--- src/rtl/press_monitor_pkg.sv ---
// Package with register map, field positions and timing constants.
package press_monitor_pkg;

   // ***************************************************************
   // Register map
   // ***************************************************************
   localparam logic [11:0] ctrl_offset   = 12'h000;
   localparam logic [11:0] state_offset  = 12'h004;
   localparam logic [11:0] irq_offset    = 12'h008;
   localparam logic [11:0] mask_offset   = 12'h00c;

   // Control register fields.
   localparam int ctrl_advance_en_bit  = 0;
   localparam int ctrl_restart_en_bit  = 1;
   localparam int ctrl_long_min_bit    = 2;
   localparam int ctrl_err_flag_en_bit = 3;
   localparam int ctrl_run_bit         = 4;
   localparam logic [4:0] ctrl_reset_value = 5'h12;

   // Status register fields.
   localparam int st_release_bit  = 0;
   localparam int st_top_bit      = 1;
   localparam int st_startup_bit  = 2;
   localparam int st_restart_bit  = 3;
   localparam int st_contact_bit  = 4;
   localparam int st_ramp_bit     = 5;
   localparam int st_flag_bit     = 6;

   // Interrupt status fields.
   localparam int irq_contact_bit = 0;
   localparam int irq_ramp_bit    = 1;
   localparam int irq_cleared_bit = 2;
   localparam int irq_width       = 3;

   // ***************************************************************
   // Restart pulse timing
   // ***************************************************************
   localparam int clk_hz          = 100_000_000;
   localparam int min_short_ms    = 100;
   localparam int min_long_ms     = 350;
   localparam int max_pulse_s     = 30;
   localparam int min_short_cyc   = min_short_ms * (clk_hz / 1000);
   localparam int min_long_cyc    = min_long_ms * (clk_hz / 1000);
   localparam longint max_cyc_l   = longint'(max_pulse_s) * clk_hz;
   // Kept unsigned: three billion cycles does not fit in an int.
   localparam logic [31:0] max_pulse_cyc = max_cyc_l[31:0];
   localparam int pulse_cnt_width = 32;

   // Sequence states, one-hot.
   typedef enum logic [3:0] {
      st_idle  = 4'h1,
      st_run   = 4'h2,
      st_error = 4'h4,
      st_off   = 4'h8
   } mon_state_t;

endpackage

--- src/rtl/press_contact_sequence_monitor.sv ---
// Cam contact sequence and ramp-down monitor with an APB register file.
// Notes on behaviour
// - With error flag enabled, an extra output rises on any error.
// - Restart pulse counts only if high between minimum and 30 s.
// - Without restart input, errors hold until the program run stops.
// - Top contact rising must happen while bottom contact is high.
// - Top contact falling must happen while bottom contact is low.
// - Bottom contact rising must happen while top contact is low.
// - Bottom contact falling must happen while top contact is high.
// - Any ordering violation drops release and raises contact error.
// - Optional advance contact falling edge brings top phase forward.
// - Drive-run must rise in top phase or be high when top ends.
// - Startup rises on bottom rising, falls on top rising or advance.
// - Enable low holds release low and pauses monitoring.
// - Top falls on top contact falling, rises on top rise or advance.
`timescale 1ns/10ps
module press_contact_sequence_monitor (
   input  wire logic        pclk,
   input  wire logic        presetn,
   input  wire logic        psel,
   input  wire logic        penable,
   input  wire logic        pwrite,
   input  wire logic [11:0] paddr,
   input  wire logic [31:0] pwdata,
   output logic      [31:0] prdata,
   output logic             pready,
   output logic             pslverr,
   input  wire logic        drive_run,
   input  wire logic        restart_in,
   input  wire logic        top_dead_centre_contact,
   input  wire logic        bottom_dead_centre_contact,
   input  wire logic        advance_contact,
   input  wire logic        enable_in,
   output logic             release_out,
   output logic             top_out,
   output logic             startup_out,
   output logic             restart_required,
   output logic             contact_error,
   output logic             ramp_down_error,
   output logic             error_flag,
   output logic             irq
);
   import press_monitor_pkg::*;

   // ***************************************************************
   // Input sampling
   // ***************************************************************
   logic tdc;
   logic tdc_rise;
   logic tdc_fall;
   logic bdc;
   logic bdc_rise;
   logic bdc_fall;
   logic adv_lvl;
   logic adv_rise_raw;
   logic adv_fall_raw;
   logic run_lvl;
   logic run_rise;
   logic run_fall_unused;
   logic restart_ok;

   // Each contact is compared against its previous sample.
   // The samplers reset low, so a contact resting high shows a false rise
   // on the first edge after reset; the monitor is still in its off state
   // at that edge and ignores every edge.
   edge_sampler u_tdc (.pclk(pclk), .presetn(presetn),
      .din(top_dead_centre_contact), .level(tdc), .rise(tdc_rise),
      .fall(tdc_fall));
   edge_sampler u_bdc (.pclk(pclk), .presetn(presetn),
      .din(bottom_dead_centre_contact), .level(bdc), .rise(bdc_rise),
      .fall(bdc_fall));
   edge_sampler u_adv (.pclk(pclk), .presetn(presetn),
      .din(advance_contact), .level(adv_lvl), .rise(adv_rise_raw),
      .fall(adv_fall_raw));
   edge_sampler u_run (.pclk(pclk), .presetn(presetn),
      .din(drive_run), .level(run_lvl), .rise(run_rise),
      .fall(run_fall_unused));

   // ***************************************************************
   // Register file state
   // ***************************************************************
   logic [4:0]           ctrl_q;
   logic [4:0]           ctrl_d;
   logic [irq_width-1:0] irq_st_q;
   logic [irq_width-1:0] irq_st_d;
   logic [irq_width-1:0] mask_q;
   logic [irq_width-1:0] mask_d;
   logic [31:0]          rdata_q;
   logic [31:0]          rdata_d;

   logic advance_en;
   logic restart_en;
   logic long_min;
   logic flag_en;
   logic prog_run;
   assign advance_en = ctrl_q[ctrl_advance_en_bit];
   assign restart_en = ctrl_q[ctrl_restart_en_bit];
   assign long_min   = ctrl_q[ctrl_long_min_bit];
   assign flag_en    = ctrl_q[ctrl_err_flag_en_bit];
   assign prog_run   = ctrl_q[ctrl_run_bit];

   // Restart pulse measured by a clock-derived counter.
   restart_pulse_checker u_restart (.pclk(pclk), .presetn(presetn),
      .restart_in(restart_in & restart_en), .long_min(long_min),
      .valid_pulse(restart_ok));

   // ***************************************************************
   // Sequence monitor
   // ***************************************************************
   mon_state_t state_q;
   mon_state_t state_d;
   logic       top_q;
   logic       top_d;
   logic       startup_q;
   logic       startup_d;
   logic       cerr_q;
   logic       cerr_d;
   logic       rerr_q;
   logic       rerr_d;
   logic       run_seen_q;
   logic       run_seen_d;
   logic       adv_fall;
   logic       viol;
   logic       ramp_fail;
   logic       clear_err;
   logic       active;

   assign adv_fall = advance_en & adv_fall_raw;

   // Any edge that breaks the ordering conditions.
   assign viol = (tdc_rise & ~bdc)
               | (tdc_fall & bdc)
               | (bdc_rise & tdc)
               | (bdc_fall & ~tdc);

   // Top phase ends without a drive-run rise and with drive-run low.
   assign ramp_fail = top_q & tdc_fall & ~bdc & ~run_seen_q & ~run_rise
                    & ~run_lvl;

   // Errors clear by a valid pulse or, without restart, a run cycle.
   assign clear_err = restart_en ? restart_ok : ~prog_run;

   assign active = (state_q == st_run) || (state_q == st_idle);

   // Next-state logic for the monitor.
   always_comb begin
      state_d    = state_q;
      top_d      = top_q;
      startup_d  = startup_q;
      cerr_d     = cerr_q;
      rerr_d     = rerr_q;
      run_seen_d = run_seen_q;
      case (state_q)
         st_off: begin
            if (prog_run) begin
               state_d   = st_idle;
               top_d     = tdc;
               startup_d = 1'b0;
            end
         end
         st_idle, st_run: begin
            if (!prog_run) begin
               state_d = st_off;
            end else if (!enable_in) begin
               state_d = st_idle;
            end else if (viol) begin
               state_d   = st_error;
               cerr_d    = 1'b1;
               top_d     = 1'b0;
               startup_d = 1'b0;
            end else if (ramp_fail) begin
               state_d   = st_error;
               rerr_d    = 1'b1;
               top_d     = 1'b0;
               startup_d = 1'b0;
            end else begin
               state_d = st_run;
               if (state_q == st_idle) begin
                  top_d = tdc; // Resume in the state the contacts show.
               end
               if (run_rise && top_q) begin
                  run_seen_d = 1'b1;
               end
               if (tdc_fall) begin
                  top_d      = 1'b0;
                  run_seen_d = 1'b0;
               end else if (tdc_rise || adv_fall) begin
                  top_d = 1'b1;
               end
               if (bdc_rise) begin
                  startup_d = 1'b1;
                  if (top_q) begin
                     top_d = 1'b0;
                  end
               end else if (tdc_rise || adv_fall) begin
                  startup_d = 1'b0;
               end
            end
         end
         st_error: begin
            if (clear_err) begin
               state_d = restart_en ? st_idle : st_off;
               cerr_d  = 1'b0;
               rerr_d  = 1'b0;
               top_d   = tdc;
            end
         end
         default: begin
            state_d = st_off;
         end
      endcase
   end

   // Monitor registers.
   always_ff @(posedge pclk or negedge presetn) begin
      if (!presetn) begin
         state_q    <= st_off;
         top_q      <= 1'b0;
         startup_q  <= 1'b0;
         cerr_q     <= 1'b0;
         rerr_q     <= 1'b0;
         run_seen_q <= 1'b0;
      end else begin
         state_q    <= state_d;
         top_q      <= top_d;
         startup_q  <= startup_d;
         cerr_q     <= cerr_d;
         rerr_q     <= rerr_d;
         run_seen_q <= run_seen_d;
      end
   end

   // Outputs follow the monitor state.
   assign release_out      = active & enable_in & ~cerr_q & ~rerr_q;
   assign top_out          = top_q;
   assign startup_out      = startup_q;
   assign contact_error    = cerr_q;
   assign ramp_down_error  = rerr_q;
   assign restart_required = cerr_q | rerr_q;
   assign error_flag       = flag_en & (cerr_q | rerr_q);

   // ***************************************************************
   // APB slave
   // ***************************************************************
   logic                 wr_acc;
   logic                 rd_acc;
   logic [irq_width-1:0] events;
   logic [6:0]           status_vec;

   assign wr_acc = psel & penable & pwrite;
   assign rd_acc = psel & penable & ~pwrite;
   assign events = {(state_q == st_error) & clear_err,
                    rerr_d & ~rerr_q, cerr_d & ~cerr_q};
   assign status_vec = {error_flag, rerr_q, cerr_q, restart_required,
                        startup_q, top_q, release_out};

   // Register writes, sticky events and read data.
   always_comb begin
      ctrl_d   = ctrl_q;
      mask_d   = mask_q;
      irq_st_d = irq_st_q;
      rdata_d  = rdata_q;
      if (rd_acc && paddr == irq_offset) begin
         irq_st_d = '0; // Read clears; a new event below still wins.
      end
      irq_st_d = irq_st_d | events;
      if (wr_acc) begin
         case (paddr)
            ctrl_offset: ctrl_d = pwdata[4:0];
            mask_offset: mask_d = pwdata[irq_width-1:0];
            default: ;
         endcase
      end
      if (rd_acc) begin
         case (paddr)
            ctrl_offset:  rdata_d = {27'h0, ctrl_q};
            state_offset: rdata_d = {21'h0, state_q, status_vec};
            irq_offset:   rdata_d = {29'h0, irq_st_q};
            mask_offset:  rdata_d = {29'h0, mask_q};
            default:      rdata_d = 32'h0;
         endcase
      end
   end

   // Register file flip-flops.
   always_ff @(posedge pclk or negedge presetn) begin
      if (!presetn) begin
         ctrl_q   <= ctrl_reset_value;
         mask_q   <= '0;
         irq_st_q <= '0;
         rdata_q  <= 32'h0;
      end else begin
         ctrl_q   <= ctrl_d;
         mask_q   <= mask_d;
         irq_st_q <= irq_st_d;
         rdata_q  <= rdata_d;
      end
   end

   // Zero wait state; unmapped addresses answer an error.
   assign pready  = 1'b1;
   assign pslverr = psel & penable & (paddr != ctrl_offset)
                  & (paddr != state_offset) & (paddr != irq_offset)
                  & (paddr != mask_offset);
   assign prdata  = rd_acc ? (paddr == ctrl_offset ? {27'h0, ctrl_q} :
                    paddr == state_offset ? {21'h0, state_q, status_vec} :
                    paddr == irq_offset ? {29'h0, irq_st_q} :
                    paddr == mask_offset ? {29'h0, mask_q} : 32'h0)
                    : rdata_q;
   assign irq     = |(irq_st_q & mask_q);

endmodule // press_contact_sequence_monitor

--- src/rtl/edge_sampler.sv ---
// Input sample register with rising and falling edge detection.
`timescale 1ns/10ps
module edge_sampler (
   input  wire logic pclk,
   input  wire logic presetn,
   input  wire logic din,
   output logic      level,
   output logic      rise,
   output logic      fall
);

   logic prev_q;
   logic prev_d;

   // Next sample is the current input.
   always_comb begin
      prev_d = din;
   end

   // Previous sample register.
   always_ff @(posedge pclk or negedge presetn) begin
      if (!presetn) begin
         prev_q <= 1'b0;
      end else begin
         prev_q <= prev_d;
      end
   end

   // Edges compare the input against the previous sample.
   assign level = din;
   assign rise  = din & ~prev_q;
   assign fall  = ~din & prev_q;

endmodule // edge_sampler

--- src/rtl/restart_pulse_checker.sv ---
// Restart pulse width checker for low-high-low pulses.
`timescale 1ns/10ps
module restart_pulse_checker (
   input  wire logic pclk,
   input  wire logic presetn,
   input  wire logic restart_in,
   input  wire logic long_min,
   output logic      valid_pulse
);
   import press_monitor_pkg::*;

   logic [pulse_cnt_width-1:0] cnt_q;
   logic [pulse_cnt_width-1:0] cnt_d;
   logic                       hi_q;
   logic                       hi_d;
   logic                       valid_q;
   logic                       valid_d;
   logic [pulse_cnt_width-1:0] min_cyc;

   assign min_cyc = long_min ? pulse_cnt_width'(min_long_cyc)
                             : pulse_cnt_width'(min_short_cyc);

   // Count high time; judge width on the falling edge.
   always_comb begin
      cnt_d   = cnt_q;
      hi_d    = restart_in;
      valid_d = 1'b0;
      if (restart_in) begin
         if (cnt_q != pulse_cnt_width'(max_pulse_cyc) + 1'b1) begin
            cnt_d = cnt_q + 1'b1;
         end
      end else begin
         if (hi_q && cnt_q >= min_cyc
             && cnt_q <= pulse_cnt_width'(max_pulse_cyc)) begin
            valid_d = 1'b1;
         end
         cnt_d = '0;
      end
   end

   // Counter and pulse registers.
   always_ff @(posedge pclk or negedge presetn) begin
      if (!presetn) begin
         cnt_q   <= '0;
         hi_q    <= 1'b0;
         valid_q <= 1'b0;
      end else begin
         cnt_q   <= cnt_d;
         hi_q    <= hi_d;
         valid_q <= valid_d;
      end
   end

   assign valid_pulse = valid_q;

endmodule // restart_pulse_checker

--- config.mk ---
export PLATFORM = sky130hd
export DESIGN_NAME = press_contact_sequence_monitor
export DESIGN_NICKNAME = d
export VERILOG_FILES = /design/src/rtl/press_monitor_pkg.sv /design/src/rtl/press_contact_sequence_monitor.sv /design/src/rtl/edge_sampler.sv /design/src/rtl/restart_pulse_checker.sv
export SDC_FILE = /design/constraint.sdc
export NUM_CORES = 1
export LEC_CHECK = 0
export CAP_MARGIN = 20
export CORE_MARGIN = 4
export CORE_UTILIZATION = 65
export CTS_CLUSTER_SIZE = 24
export DETAILED_ROUTE_END_ITERATION = 6
export DONT_BUFFER_PORTS = 1
export GPL_TIMING_DRIVEN = 0
export PLACE_DENSITY = 0.81
export SYNTH_ARGS = -nofsm -noshare
export SYNTH_HDL_FRONTEND = slang
export SYNTH_SLANG_ARGS = --single-unit
--- constraint.sdc ---
create_clock -name pclk -period 4.2 [get_ports pclk]
set_input_delay 1.05 -clock pclk [delete_from_list [all_inputs] [get_ports pclk]]
set_output_delay 1.05 -clock pclk [all_outputs]
set_load 0.05 [all_outputs]
# Word level (Yosys, flattened, before mapping)
# Cells that the tools add are included.
# W data, S select, Z words.
# totals
reg_bits	90
inputBits	55
output_inout_bits	42
# op_classes
addsub	1
magnitude_cmp	2
n_eq_ne	17
muxes	54
bitwise_logic	52
reduce_logical	19
# op_table
cell	n
$mux W32	3
$pmux W11 S4	1
$add A32 B1 Y32 const B	1
$ge A32 B32 Y1	1
$le A32 B32 Y1 const B	1
$mux W1	32
$ne A32 B32 Y1 const B	1
$and A1 B1 Y1	31
$mux W26	1
$eq A12 B4 Y1 const B	2
$ne A12 B4 Y1 const B	2
$mux W11	2
$mux W3	6
$mux W4	4
$not A1 Y1	15
$eq A12 B3 Y1 const B	1
$logic_not A12 Y1	1
$ne A12 B3 Y1 const B	1
$pmux W4 S3	1
$reduce_bool A12 Y1	1
$ne A2 B2 Y1 const B	5
$reduce_and A5 Y1	2
$pmux W1 S2	3
$reduce_and A2 Y1	3
other kinds (16)	24

# Longest topological paths before layout
# logic_depth
word_depth	14
mapped_depth	7
mapped_depth_nobuf	7

# Cells and area by module
# Synthesis repeated with hierarchy kept, for this count alone.
# hier_totals
hier_cells	433
area_unflattened_um2	4321.6
# by_module_without_submodules
mod	instances	cells_per_inst	area_each_um2	seq_area_each_um2
restart_pulse_checker	1	231	2168.3	850.8
press_contact_sequence_monitor	1	186	1963.1	779.5
edge_sampler	4	4	47.5	25.0

# Worst setup path after synthesis
# OpenSTA, ideal clock, no wires.
# synth_timing
path_kind	input port to output port
from	input enable_in
to	output prdata[0]
arrival_time_ns	3.474
path_slack_ns	-0.324
path_stages	4
path_buffers	0
cell_sequence	inv_1 > nor3_4 > a211oi_1 > o41ai_1
# synth_via
elab_chain_cells	6
# synth_rtl
item	line	source
start, declared	press_contact_sequence_monitor.sv:33	input wire logic enable_in,
$and A1 B1 Y1 (3 in series)	press_contact_sequence_monitor.sv:234	assign release_out = active & enable_in & ~cerr_q & ~rerr_q;
named net release_out	press_contact_sequence_monitor.sv:34	output logic release_out,
$mux W11	press_contact_sequence_monitor.sv:306	paddr == state_offset ? {21'h0, state_q, status_vec} :
$mux W11	press_contact_sequence_monitor.sv:305	assign prdata = rd_acc ? (paddr == ctrl_offset ? {27'h0, ctrl_q} :
$mux W32	press_contact_sequence_monitor.sv:305	
end, declared	press_contact_sequence_monitor.sv:25	output logic [31:0] prdata,
# The timed path passes the listed nets, and every way through them passes these cells.

# Worst setup path in the final report
# layout_timing
from	register rerr_q, in the netlist ramp_down_error
to	output prdata[0]
# layout_via
elab_chain_cells	5
# layout_rtl
item	line	source
start, declared	press_contact_sequence_monitor.sv:118	logic rerr_q;
start signal, assigned	press_contact_sequence_monitor.sv:228	rerr_q <= rerr_d;
$not A1 Y1	press_contact_sequence_monitor.sv:234	
$and A1 B1 Y1	press_contact_sequence_monitor.sv:234	
named net release_out	press_contact_sequence_monitor.sv:34	
$mux W11	press_contact_sequence_monitor.sv:306	
$mux W11	press_contact_sequence_monitor.sv:305	
$mux W32	press_contact_sequence_monitor.sv:305	
# The timed path passes the listed nets, and every way through them passes these cells.

==> metrics.md <==
| Metric | Value |
|---|---|
| Rows | `28` |
| # diodes | `0` |
| Final Hold Viols | `0` |
| Die area | `0.00766 mm2` |
| WL met1 | `3750 um` |
| Final ANT Viol Nets | `0` |
| Synth Area in Compound Gates | `0.118` |
| Starting density of the core | `0.682` |
| EDFF count, synth | `0` |
| Sequential cell area fraction in the yosys report | `0.421` |
| Detailed Routing Iterations Pass 1 | `5` |
| Final worst setup slack | `0.287 ns` |
| Gpl congestion | `0.903` |
| Final setup violation count | `0` |
| Leakage | `1.99 nW` |
| Via count | `3192` |
| Top sig layer | `met4` |
| Grt total ovfl | `0` |
| Nets | `524` |
| Die X | `87.5 um` |
| CTS Buffer Depth | `2` |
| Filler cell count | `434` |
| Slew HR | `0.357` |
| Core area | `0.00603 mm2` |
| Synth top cells by count | `66 x dfrtp_1, 44 x nor2_1, 26 x nand2_1, 23 x buf_4` |
| DRC viols | `0` |
| Area leader, netlist | `dfrtp_1` |
| Synthesized cell area | `0.00411 mm2` |
| 1st-iter DRT viols | `98` |
| Initial antenna violation count | `0` |
| Placement Setup Slack | `0.312 ns` |
| Top-Level Pins | `97` |
| Clk_lat worst skew | `0.36 ns` |
| Met2 wire len | `4320 um` |
| Num CTS Buffers | `9` |
| Worst vdd ir | `0.262 mV` |
| Mux contribution to synthesized area | `0.0426` |
| DR WL met3 | `467 um` |
| Critical path launch point type | `register` |
| Total track usage | `0.238` |
| RSZ-0062 raised after global routing | `false` |
| Synth Warn # | `0` |
| Synth unique cells | `57` |
| CP startpoint | `ramp_down_error` |
| Setup TNS | `0 ns` |
| Number of port buffers | `0` |
| Synth area leaders | `dfrtp_1 40%, xor2_1 4.5%, buf_4 4.2%` |
| Fmax | `256 MHz` |
| Syn avg cell area | `9.67 um2` |
| Adder-Cell Fraction of Synth Area | `0.0365` |
| Slew @ Worst Pin | `0.957 ns` |
| Post-synth top flop | `dfrtp_1` |
| Root buf cell | `clkbuf_8` |
| Area share of the leading cell type in the synthesized netlist | `0.402` |
| Largest net degree at the start of global routing | `70` |
| First-pass GRT wire length | `14300 um` |
| Hold Path Class | `input pin to async pin` |
| Max-slew violation count | `0` |
| Multi-input logic area | `0.00213 mm2` |
| Worst EP arrival | `2.86 ns` |
| Crit path required time | `3.15 ns` |
| Setup Skew | `0.0130 ns` |
| Worst-path maximum fanout | `6` |
| CTS Sinks | `69` |
| Ratio of cells with drive above 1 in the final layout | `0.154` |
| Clock-pin slew on the worst setup and hold paths | `0.08 ns` |
| Final period util | `0.932` |
| Worst r2r src | `ramp_down_error` |
| Xor and xnor area share after synthesis | `0.0639` |
| Post-DR wirelength/cell | `16.3 um` |
| MaxCap Viol Count | `0` |
| Most common cell in the netlist | `dfrtp_1` |
| Routed Wire Length | `8750 um` |
| Post-Synth Simple-Gate Area | `0.235` |
| Post-CTS setup buffers | `0` |
| Register area | `0.00173 mm2` |
| Hpwl dp | `6500 um` |
| CTS tree | `yes` |
| Post-CTS resize count | `0` |
| Power Dens Cells | `328 mW/mm2` |
| Final min period | `3.91 ns` |
| Status | `finished clean` |
| Number of global-route vias before repair | `3131` |
| CTS H-tree lvls | `3` |
| Synthesis-to-finish area growth | `8.52%` |
| Asr flop ratio synth | `1.00` |
| Vias per inst | `5.96` |
| CTS Hold Bufs | `0` |
| Synth Instances | `425` |
| Critical path class | `register to output port` |
| Chip Height | `87.5 um` |
| Synth Register Bits | `69` |
| Main combinational cell family by area after synthesis | `simple AND/OR/NAND/NOR gates` |
| Setup crit end kind | `output port` |
[through the flow]
stage / util / instances / cell area, um2 / total power [mW] / hold slack, ns
final: 0.740 / 536 / 4460 / 1.46 / 0.378
after global routing: 0.740 / 536 / 4460 / 1.52 / 0.362
after CTS: 0.740 / 536 / 4460 / 1.47 / 0.367
after detailed placement: 0.713 / 521 / 4290 / 0.996 / 0.468
after global placement: 0.711 / 520 / 4290 / 0.987 / 0.451
after floorplan: - / 445 / 4190 / 0.956 / 0.439
[final cells by class]
type | instances | area share
clock inverter | 4 | 0.00561
multi-input combinational | 316 | 0.477
inverter | 19 | 0.0160
tap | 75 | 0.0210
timing repair buffer | 1 | 0.00168
sequential | 69 | 0.388
buffer | 41 | 0.0586
clock buffer | 11 | 0.0317
[placed cells by master (no fill, tap or decap), types with 6 or more instances in the layout]
cell      netlist  routed
a21oi_1        11      11
a22o_1         16      16
and3_1         10      10
buf_4          23      24
clkbuf_1       11      12
clkbuf_8        0      10
conb_1          2      22
dfrtp_1        66      66
ha_1           12      12
inv_1          19      19
mux2_2          8       8
nand2_1        26      26
nand3_1        17      17
nand4_1        21      21
nor2_1         44      44
nor3_1          6       6
o21ai_0        14      12
xnor2_1         9       9
xor2_1         21      21
[critical path, cell delays in order (launching register included)]
cell      delay [ns]
dfrtp_1         0.63
or2_2           0.56
nor3_4          0.54
a211oi_1        0.22
o41ai_2         0.30
buf_4           0.24
[per-layer routing]
metal,GRT usage,vias up
met2,0.407,82
met5,0,-
li1,-,1561
met4,0.110,0
met3,0.0549,22
met1,0.286,1527
[worst paths after layout]
kind	to	slack, ns	depth (start not counted)
worst max-delay path	prdata[0]	0.29	5
worst min-delay path	rdata_q[10]	0.38	0
worst max register to register	rdata_q[0]	1.79	4
worst min register to register	rdata_q[1]	0.49	2
max in group asynchronous	state_q[3]	3.62	0
min in group pclk	rdata_q[1]	0.49	2
[power breakdown]
group	internal (mW)	total, mW	switching [mW]
Clock	0.225	0.479	0.254
Combinational	0.102	0.257	0.154
Sequential	0.689	0.729	0.0399
Total	1.02	1.46	0.448
[kinds of logic after synthesis]
family | Yosys count
buffers and inverters | 60
adder cells (fa/ha/maj) | 12
AO/OA/AOI/OAI | 69
multiplexers | 14
XOR/XNOR | 30
AND/OR/NAND/NOR | 169
other | 2
flip-flops | 69
[registers in the layout, summed over array words and instances (netlist names)]
| name | cells |
|---|---|
| u_restart.valid_pulse | 1 |
| irq_st_q | 3 |
| startup_out | 1 |
| u_adv.prev_q | 1 |
| u_restart.hi_q | 1 |
| run_seen_q | 1 |
| state_q | 4 |
| top_out | 1 |
| ctrl_q | 5 |
| u_bdc.prev_q | 1 |
| u_restart.cnt_q | 32 |
| mask_q | 3 |
| u_tdc.prev_q | 1 |
| rdata_q | 11 |
| ramp_down_error | 1 |
| u_run.prev_q | 1 |
| contact_error | 1 |
Power figures use the tool's default switching activity.
